### src/verilog/fgw_pkg.sv
// constants, field layouts and carrier types for the fast gpio block
// assumes a 32-bit axi4-lite master and at most eight ports of 32 pins
package fgw_pkg;
	localparam int PORT_W      = 32;
	localparam int ADDR_W      = 12;
	localparam int INT_PORTS   = 2;
	localparam int LEGACY_MAX  = 2;
	// address regions, taken from addr[11:8]
	localparam logic [3:0] REGION_PORT   = 4'h0;
	localparam logic [3:0] REGION_INT    = 4'h1;
	localparam logic [3:0] REGION_LEGACY = 4'h2;
	// per port offsets, port stride 0x20
	localparam logic [4:0] OFF_DIR  = 5'h00;
	localparam logic [4:0] OFF_OUT  = 5'h04;
	localparam logic [4:0] OFF_MASK = 5'h10;
	localparam logic [4:0] OFF_PIN  = 5'h14;
	localparam logic [4:0] OFF_SET  = 5'h18;
	localparam logic [4:0] OFF_CLR  = 5'h1c;
	// per interrupt port offsets, stride 0x20
	localparam logic [4:0] OFF_STAT_R = 5'h00;
	localparam logic [4:0] OFF_STAT_F = 5'h04;
	localparam logic [4:0] OFF_EN_R   = 5'h08;
	localparam logic [4:0] OFF_EN_F   = 5'h0c;
	localparam logic [4:0] OFF_CLR_R  = 5'h10;
	localparam logic [4:0] OFF_CLR_F  = 5'h14;
	localparam logic [2:0] INT_PORT_MAP [INT_PORTS] = '{3'h0, 3'h2};
	localparam logic [31:0] RST_WORD = 32'h0000_0000;
	localparam logic [3:0]  STRB_ALL = 4'hf;
	localparam logic [1:0]  RESP_OKAY   = 2'h0;
	localparam logic [1:0]  RESP_SLVERR = 2'h2;

	typedef struct packed {
		logic       valid;
		logic       isInt;
		logic       legacy;
		logic [2:0] idx;
		logic [4:0] off;
	} fgw_sel_t;

	typedef struct packed {
		logic [PORT_W-1:0] rise;
		logic [PORT_W-1:0] fall;
	} fgw_edge_t;

	// address decode; legacy window aliases the first ports
	function automatic fgw_sel_t fgw_dec(input logic [ADDR_W-1:0] a, input logic [3:0] nPorts);
		fgw_sel_t s;
		s.idx    = a[7:5];
		s.off    = a[4:0];
		s.isInt  = (a[11:8] == REGION_INT);
		s.legacy = (a[11:8] == REGION_LEGACY);
		s.valid  = ((a[11:8] == REGION_PORT) && ({1'b0, s.idx} < nPorts)) ||
		           (s.legacy && ({1'b0, s.idx} < 4'(LEGACY_MAX))) ||
		           (s.isInt && ({1'b0, s.idx} < 4'(INT_PORTS)));
		return s;
	endfunction
endpackage

### src/verilog/fgw_gpio.sv
// fast gpio ports with masked, set and clear access and edge interrupts
// assumes an axi4-lite master on clk_sys; pins are asynchronous
//
// Decided for this implementation: the register offsets and the AXI4-Lite interface to the registers.
`timescale 1ns/1ps
module fgw_gpio #(
	parameter int NUM_PORTS = 5
) (
	// clock, reset, enable
	input  wire logic                                      clk_sys,
	input  wire logic                                      nrst,
	input  wire logic                                      ce,
	// axi4-lite slave
	input  wire logic [fgw_pkg::ADDR_W-1:0]                awaddr,
	input  wire logic                                      awvalid,
	output logic                                           awready,
	input  wire logic [31:0]                               wdata,
	input  wire logic [3:0]                                wstrb,
	input  wire logic                                      wvalid,
	output logic                                           wready,
	output logic [1:0]                                     bresp,
	output logic                                           bvalid,
	input  wire logic                                      bready,
	input  wire logic [fgw_pkg::ADDR_W-1:0]                araddr,
	input  wire logic                                      arvalid,
	output logic                                           arready,
	output logic [31:0]                                    rdata,
	output logic [1:0]                                     rresp,
	output logic                                           rvalid,
	input  wire logic                                      rready,
	// pins and peripheral claim
	input  wire logic [NUM_PORTS-1:0][fgw_pkg::PORT_W-1:0] pinIn,
	output logic      [NUM_PORTS-1:0][fgw_pkg::PORT_W-1:0] pinOut,
	output logic      [NUM_PORTS-1:0][fgw_pkg::PORT_W-1:0] pinOe,
	input  wire logic [NUM_PORTS-1:0][fgw_pkg::PORT_W-1:0] periphSel,
	input  wire logic [NUM_PORTS-1:0][fgw_pkg::PORT_W-1:0] periphOut,
	input  wire logic [NUM_PORTS-1:0][fgw_pkg::PORT_W-1:0] periphOe,
	input  wire logic [fgw_pkg::INT_PORTS-1:0][fgw_pkg::PORT_W-1:0] analogSel,
	// interrupt and wake
	input  wire logic                                      extIrqLineThree,
	output logic                                           irq,
	output logic                                           wakeReq
);
	localparam logic [3:0] NP = 4'(NUM_PORTS);

	logic [NUM_PORTS-1:0][31:0] dirReg, maskReg, outReg, syncA, syncB;
	fgw_pkg::fgw_edge_t [fgw_pkg::INT_PORTS-1:0] statReg, enReg, edgeEv, clrVec;
	logic [fgw_pkg::INT_PORTS-1:0][31:0] prevReg;
	logic [fgw_pkg::ADDR_W-1:0] awAddrReg;
	logic [31:0]                wDataReg, byteMask, rdNext;
	logic [3:0]                 wStrbReg;
	logic                       doWr, rdHit;
	fgw_pkg::fgw_sel_t          wSel, rSel;

	// write fires once both address and data are held and no response waits
	assign doWr     = ce && !awready && !wready && !bvalid;
	assign wSel     = fgw_pkg::fgw_dec(awAddrReg, NP);
	assign rSel     = fgw_pkg::fgw_dec(araddr, NP);
	assign byteMask = {{8{wStrbReg[3]}}, {8{wStrbReg[2]}}, {8{wStrbReg[1]}}, {8{wStrbReg[0]}}};

	// write address and data channels, taken in either order
	always_ff @(posedge clk_sys) begin
		if (!nrst) begin
			awready   <= 1'b1;
			wready    <= 1'b1;
			awAddrReg <= '0;
			wDataReg  <= fgw_pkg::RST_WORD;
			wStrbReg  <= '0;
		end else if (ce) begin
			if (awvalid && awready) begin
				awready   <= 1'b0;
				awAddrReg <= awaddr;
			end
			if (wvalid && wready) begin
				wready   <= 1'b0;
				wDataReg <= wdata;
				wStrbReg <= wstrb;
			end
			if (bvalid && bready) begin
				awready <= 1'b1;
				wready  <= 1'b1;
			end
		end
	end

	// write response one cycle after both halves are held
	always_ff @(posedge clk_sys) begin
		if (!nrst) begin
			bvalid <= 1'b0;
			bresp  <= fgw_pkg::RESP_OKAY;
		end else if (ce) begin
			if (doWr) begin
				bvalid <= 1'b1;
				bresp  <= wSel.valid ? fgw_pkg::RESP_OKAY : fgw_pkg::RESP_SLVERR;
			end else if (bready) begin
				bvalid <= 1'b0;
			end
		end
	end

	// per port latches, direction, mask and pin drive
	for (genvar p = 0; p < NUM_PORTS; p++) begin : g_port
		logic        hitP;
		logic [31:0] en;
		assign hitP = doWr && wSel.valid && !wSel.isInt && (wSel.idx == 3'(p));
		assign en   = byteMask & ~maskReg[p];

		always_ff @(posedge clk_sys) begin
			if (!nrst) begin
				dirReg[p]  <= fgw_pkg::RST_WORD;
				maskReg[p] <= fgw_pkg::RST_WORD;
				outReg[p]  <= fgw_pkg::RST_WORD;
			end else if (hitP) begin
				// legacy window lands here too, same storage
				unique case (wSel.off)
					fgw_pkg::OFF_DIR:  dirReg[p]  <= (dirReg[p] & ~byteMask) | (wDataReg & byteMask);
					fgw_pkg::OFF_MASK: maskReg[p] <= (maskReg[p] & ~byteMask) | (wDataReg & byteMask);
					fgw_pkg::OFF_PIN:  outReg[p]  <= (outReg[p] & ~en) | (wDataReg & en);
					fgw_pkg::OFF_SET:  outReg[p]  <= outReg[p] | (wDataReg & en);
					fgw_pkg::OFF_CLR:  outReg[p]  <= outReg[p] & ~(wDataReg & en);
					default: ;
				endcase
			end
		end

		// pins are asynchronous: two flops before anything looks at them
		always_ff @(posedge clk_sys) begin
			if (!nrst) begin
				syncA[p] <= '0;
				syncB[p] <= '0;
			end else begin
				syncA[p] <= pinIn[p];
				syncB[p] <= syncA[p];
			end
		end

		// peripheral claim wins; otherwise the port registers drive
		always_ff @(posedge clk_sys) begin
			if (!nrst) begin
				pinOut[p] <= '0;
				pinOe[p]  <= '0;
			end else if (ce) begin
				pinOut[p] <= (periphSel[p] & periphOut[p]) | (~periphSel[p] & outReg[p]);
				pinOe[p]  <= (periphSel[p] & periphOe[p]) | (~periphSel[p] & dirReg[p]);
			end
		end
	end

	// edge capture on the interrupt ports; kept running without ce so that
	// a frozen core still sees wake edges, as long as clk_sys itself runs
	for (genvar k = 0; k < fgw_pkg::INT_PORTS; k++) begin : g_int
		localparam int P = int'(fgw_pkg::INT_PORT_MAP[k]);
		logic hitK;
		assign hitK          = doWr && wSel.valid && wSel.isInt && (wSel.idx == 3'(k));
		assign edgeEv[k].rise = syncB[P] & ~prevReg[k] & enReg[k].rise & ~analogSel[k];
		assign edgeEv[k].fall = ~syncB[P] & prevReg[k] & enReg[k].fall & ~analogSel[k];
		assign clrVec[k].rise = (hitK && wSel.off == fgw_pkg::OFF_CLR_R) ? wDataReg & byteMask : '0;
		assign clrVec[k].fall = (hitK && wSel.off == fgw_pkg::OFF_CLR_F) ? wDataReg & byteMask : '0;

		always_ff @(posedge clk_sys) begin
			if (!nrst) begin
				prevReg[k] <= '0;
				statReg[k] <= '0;
			end else begin
				prevReg[k] <= syncB[P];
				// a new edge wins over a clear in the same cycle
				statReg[k] <= (statReg[k] & ~clrVec[k]) | edgeEv[k];
			end
		end

		always_ff @(posedge clk_sys) begin
			if (!nrst) begin
				enReg[k] <= '0;
			end else if (hitK && wSel.off == fgw_pkg::OFF_EN_R) begin
				enReg[k].rise <= (enReg[k].rise & ~byteMask) | (wDataReg & byteMask);
			end else if (hitK && wSel.off == fgw_pkg::OFF_EN_F) begin
				enReg[k].fall <= (enReg[k].fall & ~byteMask) | (wDataReg & byteMask);
			end
		end
	end

	// level interrupt and wake; both stay live without ce
	always_ff @(posedge clk_sys) begin
		if (!nrst) begin
			irq     <= 1'b0;
			wakeReq <= 1'b0;
		end else begin
			irq     <= (|(statReg & enReg)) || extIrqLineThree;
			wakeReq <= |(statReg & enReg);
		end
	end

	// read mux; pin reads hide masked bits
	always_comb begin
		rdNext = fgw_pkg::RST_WORD;
		rdHit  = rSel.valid;
		if (rSel.valid && rSel.isInt) begin
			unique case (rSel.off)
				fgw_pkg::OFF_STAT_R: rdNext = statReg[rSel.idx[0]].rise;
				fgw_pkg::OFF_STAT_F: rdNext = statReg[rSel.idx[0]].fall;
				fgw_pkg::OFF_EN_R:   rdNext = enReg[rSel.idx[0]].rise;
				fgw_pkg::OFF_EN_F:   rdNext = enReg[rSel.idx[0]].fall;
				default:             rdNext = fgw_pkg::RST_WORD;
			endcase
		end else if (rSel.valid) begin
			unique case (rSel.off)
				fgw_pkg::OFF_DIR:  rdNext = dirReg[rSel.idx];
				fgw_pkg::OFF_OUT:  rdNext = outReg[rSel.idx];
				fgw_pkg::OFF_MASK: rdNext = maskReg[rSel.idx];
				fgw_pkg::OFF_PIN:  rdNext = syncB[rSel.idx] & ~maskReg[rSel.idx];
				default:           rdNext = fgw_pkg::RST_WORD;
			endcase
		end
	end

	// read channel, answer one cycle after the address is taken
	always_ff @(posedge clk_sys) begin
		if (!nrst) begin
			arready <= 1'b1;
			rvalid  <= 1'b0;
			rdata   <= fgw_pkg::RST_WORD;
			rresp   <= fgw_pkg::RESP_OKAY;
		end else if (ce) begin
			if (arvalid && arready) begin
				arready <= 1'b0;
				rvalid  <= 1'b1;
				rdata   <= rdNext;
				rresp   <= rdHit ? fgw_pkg::RESP_OKAY : fgw_pkg::RESP_SLVERR;
			end else if (rvalid && rready) begin
				rvalid  <= 1'b0;
				arready <= 1'b1;
			end
		end
	end

	// checks
	logic wrP0;
	assign wrP0 = doWr && wSel.valid && !wSel.isInt && (wSel.idx == 3'h0);

	drive_mux_a: assert property (@(posedge clk_sys) disable iff (!nrst)
		ce |=> pinOe[0] == (($past(periphSel[0]) & $past(periphOe[0])) | (~$past(periphSel[0]) & $past(dirReg[0]))))
		else $error("pin enable not from claim or direction");
	dir_lane_a: assert property (@(posedge clk_sys) disable iff (!nrst)
		wrP0 && wSel.off == fgw_pkg::OFF_DIR ##1 ce |=> pinOe[0] == dirReg[0] || $past(periphSel[0]) != '0)
		else $error("direction write not reaching pin enable");
	reset_input_a: assert property (@(posedge clk_sys)
		!nrst |=> pinOe == '0 && dirReg == '0)
		else $error("pins not inputs after reset");
	set_only_a: assert property (@(posedge clk_sys) disable iff (!nrst)
		wrP0 && wSel.off == fgw_pkg::OFF_SET |=> outReg[0] == ($past(outReg[0]) | $past(wDataReg & g_port[0].en)))
		else $error("set write disturbed other bits");
	clr_only_a: assert property (@(posedge clk_sys) disable iff (!nrst)
		wrP0 && wSel.off == fgw_pkg::OFF_CLR |=> outReg[0] == ($past(outReg[0]) & ~$past(wDataReg & g_port[0].en)))
		else $error("clear write disturbed other bits");
	latch_read_a: assert property (@(posedge clk_sys) disable iff (!nrst)
		ce && arvalid && arready && rSel.valid && !rSel.isInt && rSel.idx == 3'h0 && rSel.off == fgw_pkg::OFF_OUT
		|=> rvalid && rdata == $past(outReg[0]))
		else $error("output latch readback wrong");
	mask_keep_a: assert property (@(posedge clk_sys) disable iff (!nrst)
		wrP0 && wSel.off == fgw_pkg::OFF_PIN |=> (outReg[0] & $past(maskReg[0])) == ($past(outReg[0]) & $past(maskReg[0])))
		else $error("masked bit changed on port write");
	lane_keep_a: assert property (@(posedge clk_sys) disable iff (!nrst)
		wrP0 && wSel.off == fgw_pkg::OFF_MASK |=> (maskReg[0] & ~$past(byteMask)) == ($past(maskReg[0]) & ~$past(byteMask)))
		else $error("unstrobed lane changed");
	full_word_a: assert property (@(posedge clk_sys) disable iff (!nrst)
		wrP0 && wSel.off == fgw_pkg::OFF_PIN && wStrbReg == fgw_pkg::STRB_ALL && maskReg[0] == '0
		|=> outReg[0] == $past(wDataReg))
		else $error("full word write did not update port");
	edge_flag_a: assert property (@(posedge clk_sys) disable iff (!nrst)
		|edgeEv[1] |=> ($past(edgeEv[1]) & ~statReg[1]) == '0)
		else $error("qualified edge not flagged");
	frozen_cap_a: assert property (@(posedge clk_sys) disable iff (!nrst)
		!ce && |edgeEv[1] |=> |statReg[1])
		else $error("edge lost while core frozen");
	wake_req_a: assert property (@(posedge clk_sys) disable iff (!nrst)
		|edgeEv[1] ##1 1'b1 |=> wakeReq)
		else $error("enabled edge gave no wake");
	legacy_alias_a: assert property (@(posedge clk_sys) disable iff (!nrst)
		doWr && wSel.valid && wSel.legacy && wSel.idx == 3'h0 && wSel.off == fgw_pkg::OFF_MASK &&
		wStrbReg == fgw_pkg::STRB_ALL |=> maskReg[0] == $past(wDataReg))
		else $error("legacy window not aliased");
	irq_merge_a: assert property (@(posedge clk_sys) disable iff (!nrst)
		extIrqLineThree || |(statReg & enReg) |=> irq) // irq, not wakeReq: wakeReq leaves out extIrqLineThree
		else $error("merged interrupt missing");
	sticky_flag_a: assert property (@(posedge clk_sys) disable iff (!nrst)
		1'b1 |=> ($past(statReg[1]) & ~$past(clrVec[1]) & ~statReg[1]) == '0)
		else $error("flag dropped without clear");

	set_write_c: cover property (@(posedge clk_sys) wrP0 && wSel.off == fgw_pkg::OFF_SET);
	edge_irq_c:  cover property (@(posedge clk_sys) |edgeEv[1] ##2 irq);
	legacy_c:    cover property (@(posedge clk_sys) doWr && wSel.legacy);
	clr_race_c:  cover property (@(posedge clk_sys) |(edgeEv[1] & clrVec[1]));
endmodule

### config.mk
export PLATFORM = sky130hd
export DESIGN_NAME = fgw_gpio
export DESIGN_NICKNAME = d
export VERILOG_FILES = /design/src/verilog/fgw_pkg.sv /design/src/verilog/fgw_gpio.sv
export SDC_FILE = /design/constraint.sdc
export NUM_CORES = 2
export LEC_CHECK = 0
export BUFFER_PORTS_ARGS = -buffer_cell sky130_fd_sc_hd__buf_2
export CAP_MARGIN = 20
export CORE_MARGIN = 2
export CORE_UTILIZATION = 30
export CTS_BUF_LIST = sky130_fd_sc_hd__clkbuf_8
export DETAILED_ROUTE_END_ITERATION = 6
export HOLD_SLACK_MARGIN = 0.1
export REMOVE_ABC_BUFFERS = 1
export SYNTH_ARGS = -nofsm -noshare
export SYNTH_HDL_FRONTEND = slang
export SYNTH_SLANG_ARGS = --single-unit
### constraint.sdc
create_clock -name clk_sys -period 3 [get_ports clk_sys]
set_input_delay 0.6 -clock clk_sys [delete_from_list [all_inputs] [get_ports clk_sys]]
set_output_delay 0.6 -clock clk_sys [all_outputs]
set_load 0.02 [all_outputs]
== After elaboration in Yosys (flattened, before gate mapping) ==
Cells that the tools add are included.

* Flip-flop bits (word level): 1531
* Bits of input ports: 773
* Output and inout port bits: 363
* Logic and storage cells: 337

* Magnitude comparators: 6
* Eq/ne operators: 19
* Muxes and demuxes: 37
* Bitwise operators: 139
* Reduce and logical (&&, ||, !) cells: 78

{| class="wikitable"
|+ Operators by type and width
! operator !! count
|-
| 32-bit bitwise AND || 68
|-
| 32-bit OR || 34
|-
| 32-bit NOT || 28
|-
| 32-bit one-hot mux with 3 select lines || 5
|-
| 32-bit binary-select mux with 3-bit select || 4
|-
| 32-bit two-way mux || 10
|-
| 64-bit two-way mux || 4
|-
| 32-bit one-hot mux with 4 select lines || 2
|-
| 128-bit bitwise AND || 1
|-
| 64-bit bitwise AND || 2
|-
| 64-bit NOT || 2
|-
| 64-bit OR || 2
|-
| 128-bit OR reduction || 1
|-
| 2-bit AND reduction || 25
|-
| 1-bit logical AND || 33
|-
| 5-bit equality test, second input constant || 6
|-
| 5-bit by 4-bit equality test with 1-bit output, second input constant || 4
|-
| 5-bit logical NOT || 2
|-
| 1-bit two-way mux || 10
|-
| 4-bit by 1-bit equality test with 1-bit output, second input constant || 2
|-
| 4-bit by 2-bit equality test with 1-bit output, second input constant || 2
|-
| 4-bit logical NOT || 2
|-
| 2-bit nonzero test || 4
|-
| 3-bit by 2-bit equality test with 1-bit output, second input constant || 2
|-
| 13 further kinds || 24
|}

== Logic depth before layout (Yosys ltp) ==
* Word-level depth: 12
* Depth in mapped cells: 10
* Gate-level depth less buffers: 6

== Worst setup path before layout ==
OpenSTA, ideal clock, no wires.

* Kind: input port to flip-flop
* Start: in araddr[5] (netlist bit)
* End: reg rdata[27]
* Library setup time: 0.122 ns
* Arrival: 2.248 ns
* Data required time: 2.878 ns
* Slack: 0.631 ns
* Stages: 9
* Buffers on the path: 5
* Cells stage by stage: buf_2 buf_4 buf_4 buf_2 buf_2 o21ai_0 a22oi_1 nand4_1 a221o_1

* Cells in the longest elaborated chain, start to end: 7
* Elaborated cells between the ends (all ways): 26
* Classes of those cells: order compare (2); mux (16); bitwise (2); reduce/logical (6)

{| class="wikitable"
|+ RTL lines
! what !! RTL line !! source
|-
| start: declaration || fgw_gpio.sv:24 || <nowiki>input wire logic [fgw_pkg::ADDR_W-1:0] araddr,</nowiki>
|-
| 32-bit binary-select mux with 3-bit select || fgw_gpio.sv:209, fgw_gpio.sv:210 ||
|-
| 32-bit two-way mux (implied by the code) || fgw_gpio.sv:209, fgw_gpio.sv:210 ||
|-
| 32-bit NOT || fgw_gpio.sv:210 || <nowiki>fgw_pkg::OFF_PIN: rdNext = syncB[rSel.idx] & ~maskReg[rSel.idx];</nowiki>
|-
| 32-bit bitwise AND || fgw_gpio.sv:210 ||
|-
| 32-bit one-hot mux with 4 select lines || fgw_gpio.sv:206 || <nowiki>unique case (rSel.off)</nowiki>
|-
| 32-bit two-way mux || fgw_gpio.sv:205 || <nowiki>end else if (rSel.valid) begin</nowiki>
|-
| 32-bit two-way mux (*) || fgw_gpio.sv:197 || <nowiki>if (rSel.valid && rSel.isInt) begin</nowiki>
|-
| end signal: assignment || fgw_gpio.sv:221 || <nowiki>rdata <= fgw_pkg::RST_WORD;</nowiki>
|-
| end signal: assignment || fgw_gpio.sv:227 || <nowiki>rdata <= rdNext;</nowiki>
|-
| end: declaration || fgw_gpio.sv:27 || <nowiki>output logic [31:0] rdata,</nowiki>
|}

Mark *: on every way between the ends. The rest lies on a longest branch, timed or not. The select of a mux whose other input is x is not followed.
A chain may end at the register's enable or synchronous reset.

== Worst setup path after layout ==
* Start: reg bvalid
* End: reg outReg[3] (netlist bit)

* Cells in the longest elaborated chain, start to end: 6

{| class="wikitable"
|+ RTL lines
! what !! RTL line !! source
|-
| start: declaration || fgw_gpio.sv:22 || <nowiki>output logic bvalid,</nowiki>
|-
| start signal: assignment || fgw_gpio.sv:89 || <nowiki>bvalid <= 1'b0;</nowiki>
|-
| start signal: assignment || fgw_gpio.sv:93 || <nowiki>bvalid <= 1'b1;</nowiki>
|-
| start signal: assignment || fgw_gpio.sv:96 || <nowiki>bvalid <= 1'b0;</nowiki>
|-
| 1-bit logical NOT || fgw_gpio.sv:56 || <nowiki>assign doWr = ce && !awready && !wready && !bvalid;</nowiki>
|-
| 1-bit logical AND || fgw_gpio.sv:56 ||
|-
| 1-bit logical AND (3 in series) || -- ||
|-
| 2-bit AND reduction (no line) || -- ||
|-
| end signal: indexed assignment || fgw_gpio.sv:112 || <nowiki>outReg[p] <= fgw_pkg::RST_WORD;</nowiki>
|-
| end signal: indexed assignment || fgw_gpio.sv:118 || <nowiki>fgw_pkg::OFF_PIN: outReg[p] <= (outReg[p] & ~en) | (wDataReg & en);</nowiki>
|-
| end signal: indexed assignment || fgw_gpio.sv:119 || <nowiki>fgw_pkg::OFF_SET: outReg[p] <= outReg[p] | (wDataReg & en);</nowiki>
|-
| end: declaration || fgw_gpio.sv:46 || <nowiki>logic [NUM_PORTS-1:0][31:0] dirReg, maskReg, outReg, syncA, syncB;</nowiki>
|}

No other way between the ends.

==> metrics.txt <==
Final Net Count=9836; internal power=35.0 mW; fin worst setup slack=0.243 ns; R2R Path End=outReg[3]; worst-path cell chain=nor4b_4 -> nand3_2 -> nor3_1 -> buf_4 -> nand2_4 -> buf_12 -> o31ai_1 -> o311a_1; status=finished, final reports clean; RSZ-0062 raised after global routing=no; CP max-delay cell=nor4b_4; synth cell count leaders=dfxtp_1, nand2_1, mux2i_1, clkbuf_1, nand3_1; Psw=12.5 mW; GR Layer Usage met1=35.4%; CTS buffer count=301; Synth Register Bits=1529; Max Buffers Root-to-Sink=4; # fillers=21100; fin. max-slew vios=0; hold crit path type=input port to flop; Post-Synthesis Mean Instance Area=9.43 µm²; top-area cell type share of the netlist area=46.4%; IO Port Bufs=1133; crit-path max FO=64; number of iterations in the first detailed-routing pass=7; Final Critical Period=2.76 ns; Iter 0 DRT Violations=6303; P_leak=39.6 nW; TritonCTS clock tree=done; Max-slew headroom=28.1%; Combinational Power Share=10.4%; crit path to=outReg[3]; post-synthesis cell type count=71; FF-to-FF Start=bvalid; Post-synth ARST share=0%; busiest grt layer=met2; pin count of the biggest net entering global routing=134; most common cell in the netlist=dfxtp_1; pre-CTS WS=0.0184 ns; total track usage=28.2%; placed inst area=76000 µm²; Max Clock Freq=363 MHz; register area share after synthesis=46.4%; Via density=5.44; grt met3 use=6.99%; Clock Power Share=44.8%; vias in the first global route=64500; Root Driver=clkbuf_8; initial antenna violation count=87; Setup crit start=bvalid; clock transition at the registers of the reported paths=0.06 ns; gr ovfl total=0; Mapped Cells=6996; DRC errors left=0; Post-synth EDFFs=0; Area growth, synth to finish=38.9%; sequential power share=44.8%; WL final=330 mm; via count=66400; first-pass GRT wire length=459 mm; # H-tree levels=5; worst skew pair latency=1.08 ns; worst-margin pin slew=1.07 ns; Synth area leaders=dfxtp_1, mux2i_1, o211a_1, nand2_1, and2_1; Setup crit end kind=flop; Setup Skew=0.0921 ns; Syn Std Cell Area=66000 µm²; synth warn=0; layout cell share with drive strength beyond 1=20.5%; Tot Pwr=47.4 mW; area of the core=219000 µm²; Net Sw Frac=26.3%; Horiz. Die Dim=473 µm; I/O pin total=1136; # rows=172; placed wire-length estimate=235 mm; slowest stage delay, CP=0.47 ns; CP Launch Type=flop; clock tree sinks=1529; post-synth top area cell=dfxtp_1; final hold viol count=0; Routed Antenna Nets=0; die height=473 µm; Req. time, crit path=3.95 ns; Power Density=518 nW/µm²; worst reg2reg path depth=8; starting density of the core=30.1%; # setup viols final=0; Main synth FF type=dfxtp_1; GP Congestion=0.960; WL/cell=27.1 µm; Worst VDD drop=512 µV; die area=224000 µm²; period utilisation layout=91.9%; reg2reg setup slack=0.24 ns; global-route met2 utilization=44.5%; crit path DAT=3.71 ns; number of max-cap violations=0; Design Area, Final=91700 µm²; Setup CP Type=flop to flop
## how the worst min path moves through the flow
stage | start | end | slack [ns] | depth (start not counted)
5_1_grt | periphSel[12] | pinOut[12] | 0.18 | 4
2_1_floorplan | syncA[0] | syncB[0] | 0.41 | 1
6_report | periphSel[12] | pinOut[12] | 0.27 | 4
4_1_cts | periphSel[12] | pinOut[12] | 0.10 | 4
3_3_place_gp | syncA[37] | syncB[37] | 0.42 | 1
3_5_place_dp | syncA[142] | syncB[142] | 0.42 | 1
## cell families (layout without fill, tap and decap cells)
kind of cell,Yosys count,after routing,synth area share [%]
other,1,54,0.00568
and+or+nand+nor,2155,2155,17.0
muxes,721,721,10.9
DFF,1529,1529,46.4
buffers and inverters,681,2952,4.07
AOI/OAI and AO/OA,1909,1909,21.6
## area by class of cell
| type | instances | area, µm² | share of cell area (%) |
|---|---|---|---|
| inverter | 99 | 372 | 0.405 |
| sequential | 1529 | 30600 | 33.4 |
| tap | 2871 | 3590 | 3.92 |
| clock inverter | 125 | 656 | 0.715 |
| timing repair buffer | 2345 | 18100 | 19.8 |
| multi-input combinational | 4787 | 32900 | 35.9 |
| antenna | 52 | 130 | 0.142 |
| clock buffer | 383 | 5270 | 5.75 |
## cells in the final DEF, fill, tap and decap left out, drive strengths merged, types with 160 or more instances in the layout
| master | instances |
|---|---|
| a21boi | 369 |
| a21oi | 215 |
| and2 | 391 |
| buf | 1384 |
| clkbuf | 383 |
| dfxtp | 1529 |
| dlygate4sd3 | 961 |
| inv | 183 |
| mux2i | 716 |
| nand2 | 803 |
| nand3 | 420 |
| nor2 | 210 |
| o211a | 320 |
| o21ai | 418 |
| o31ai | 160 |
## what timing repair did
action                                 CTS  global route
endpoints found under the hold margin  676             0
gates resized for setup                  0             0
setup buffers                            0             0
hold buffers                           961             0
## per-stage QoR
step	hold WS [ns]	TNS [ns]	utilization (%)	instances
floorplan	0.412	-98.69	-	6415
global placement	0.419	-4.74	34.7	10700
detailed placement	0.417	0	34.7	10700
CTS	0.103	0	41.8	12100
global route	0.175	0	41.8	12200
finish	0.268	0	41.8	12200
## power by group through the flow
stage	sequential, mW	combinational [mW]	clock (mW)
after floorplan	21.9	1.16	0
after global placement	21.7	3.71	0
after detailed placement	21.7	3.77	0
after CTS	21.2	4.84	21.7
after global routing	21.3	5.21	22.6
final	21.3	4.94	21.2
## per-layer routing
layer / vias up / wire, µm / share of wire, %
met1: 32300 / 134000 / 40
met3: 848 / 30700 / 9.3
met5: - / 264 / 0.080
li1: 29500 / - / -
met2: 3654 / 147000 / 45
met4: 40 / 18500 / 5.6
## worst max-delay path, delay by kind of cell, from the launching register on
kind | cells | cell delay, ns
DFF | 1 | 0.39
AOI/OAI and AO/OA | 2 | 0.57
buffers and inverters | 2 | 0.40
and+or+nand+nor | 4 | 1.09
No activity file was read; power rests on OpenSTA's default activity.
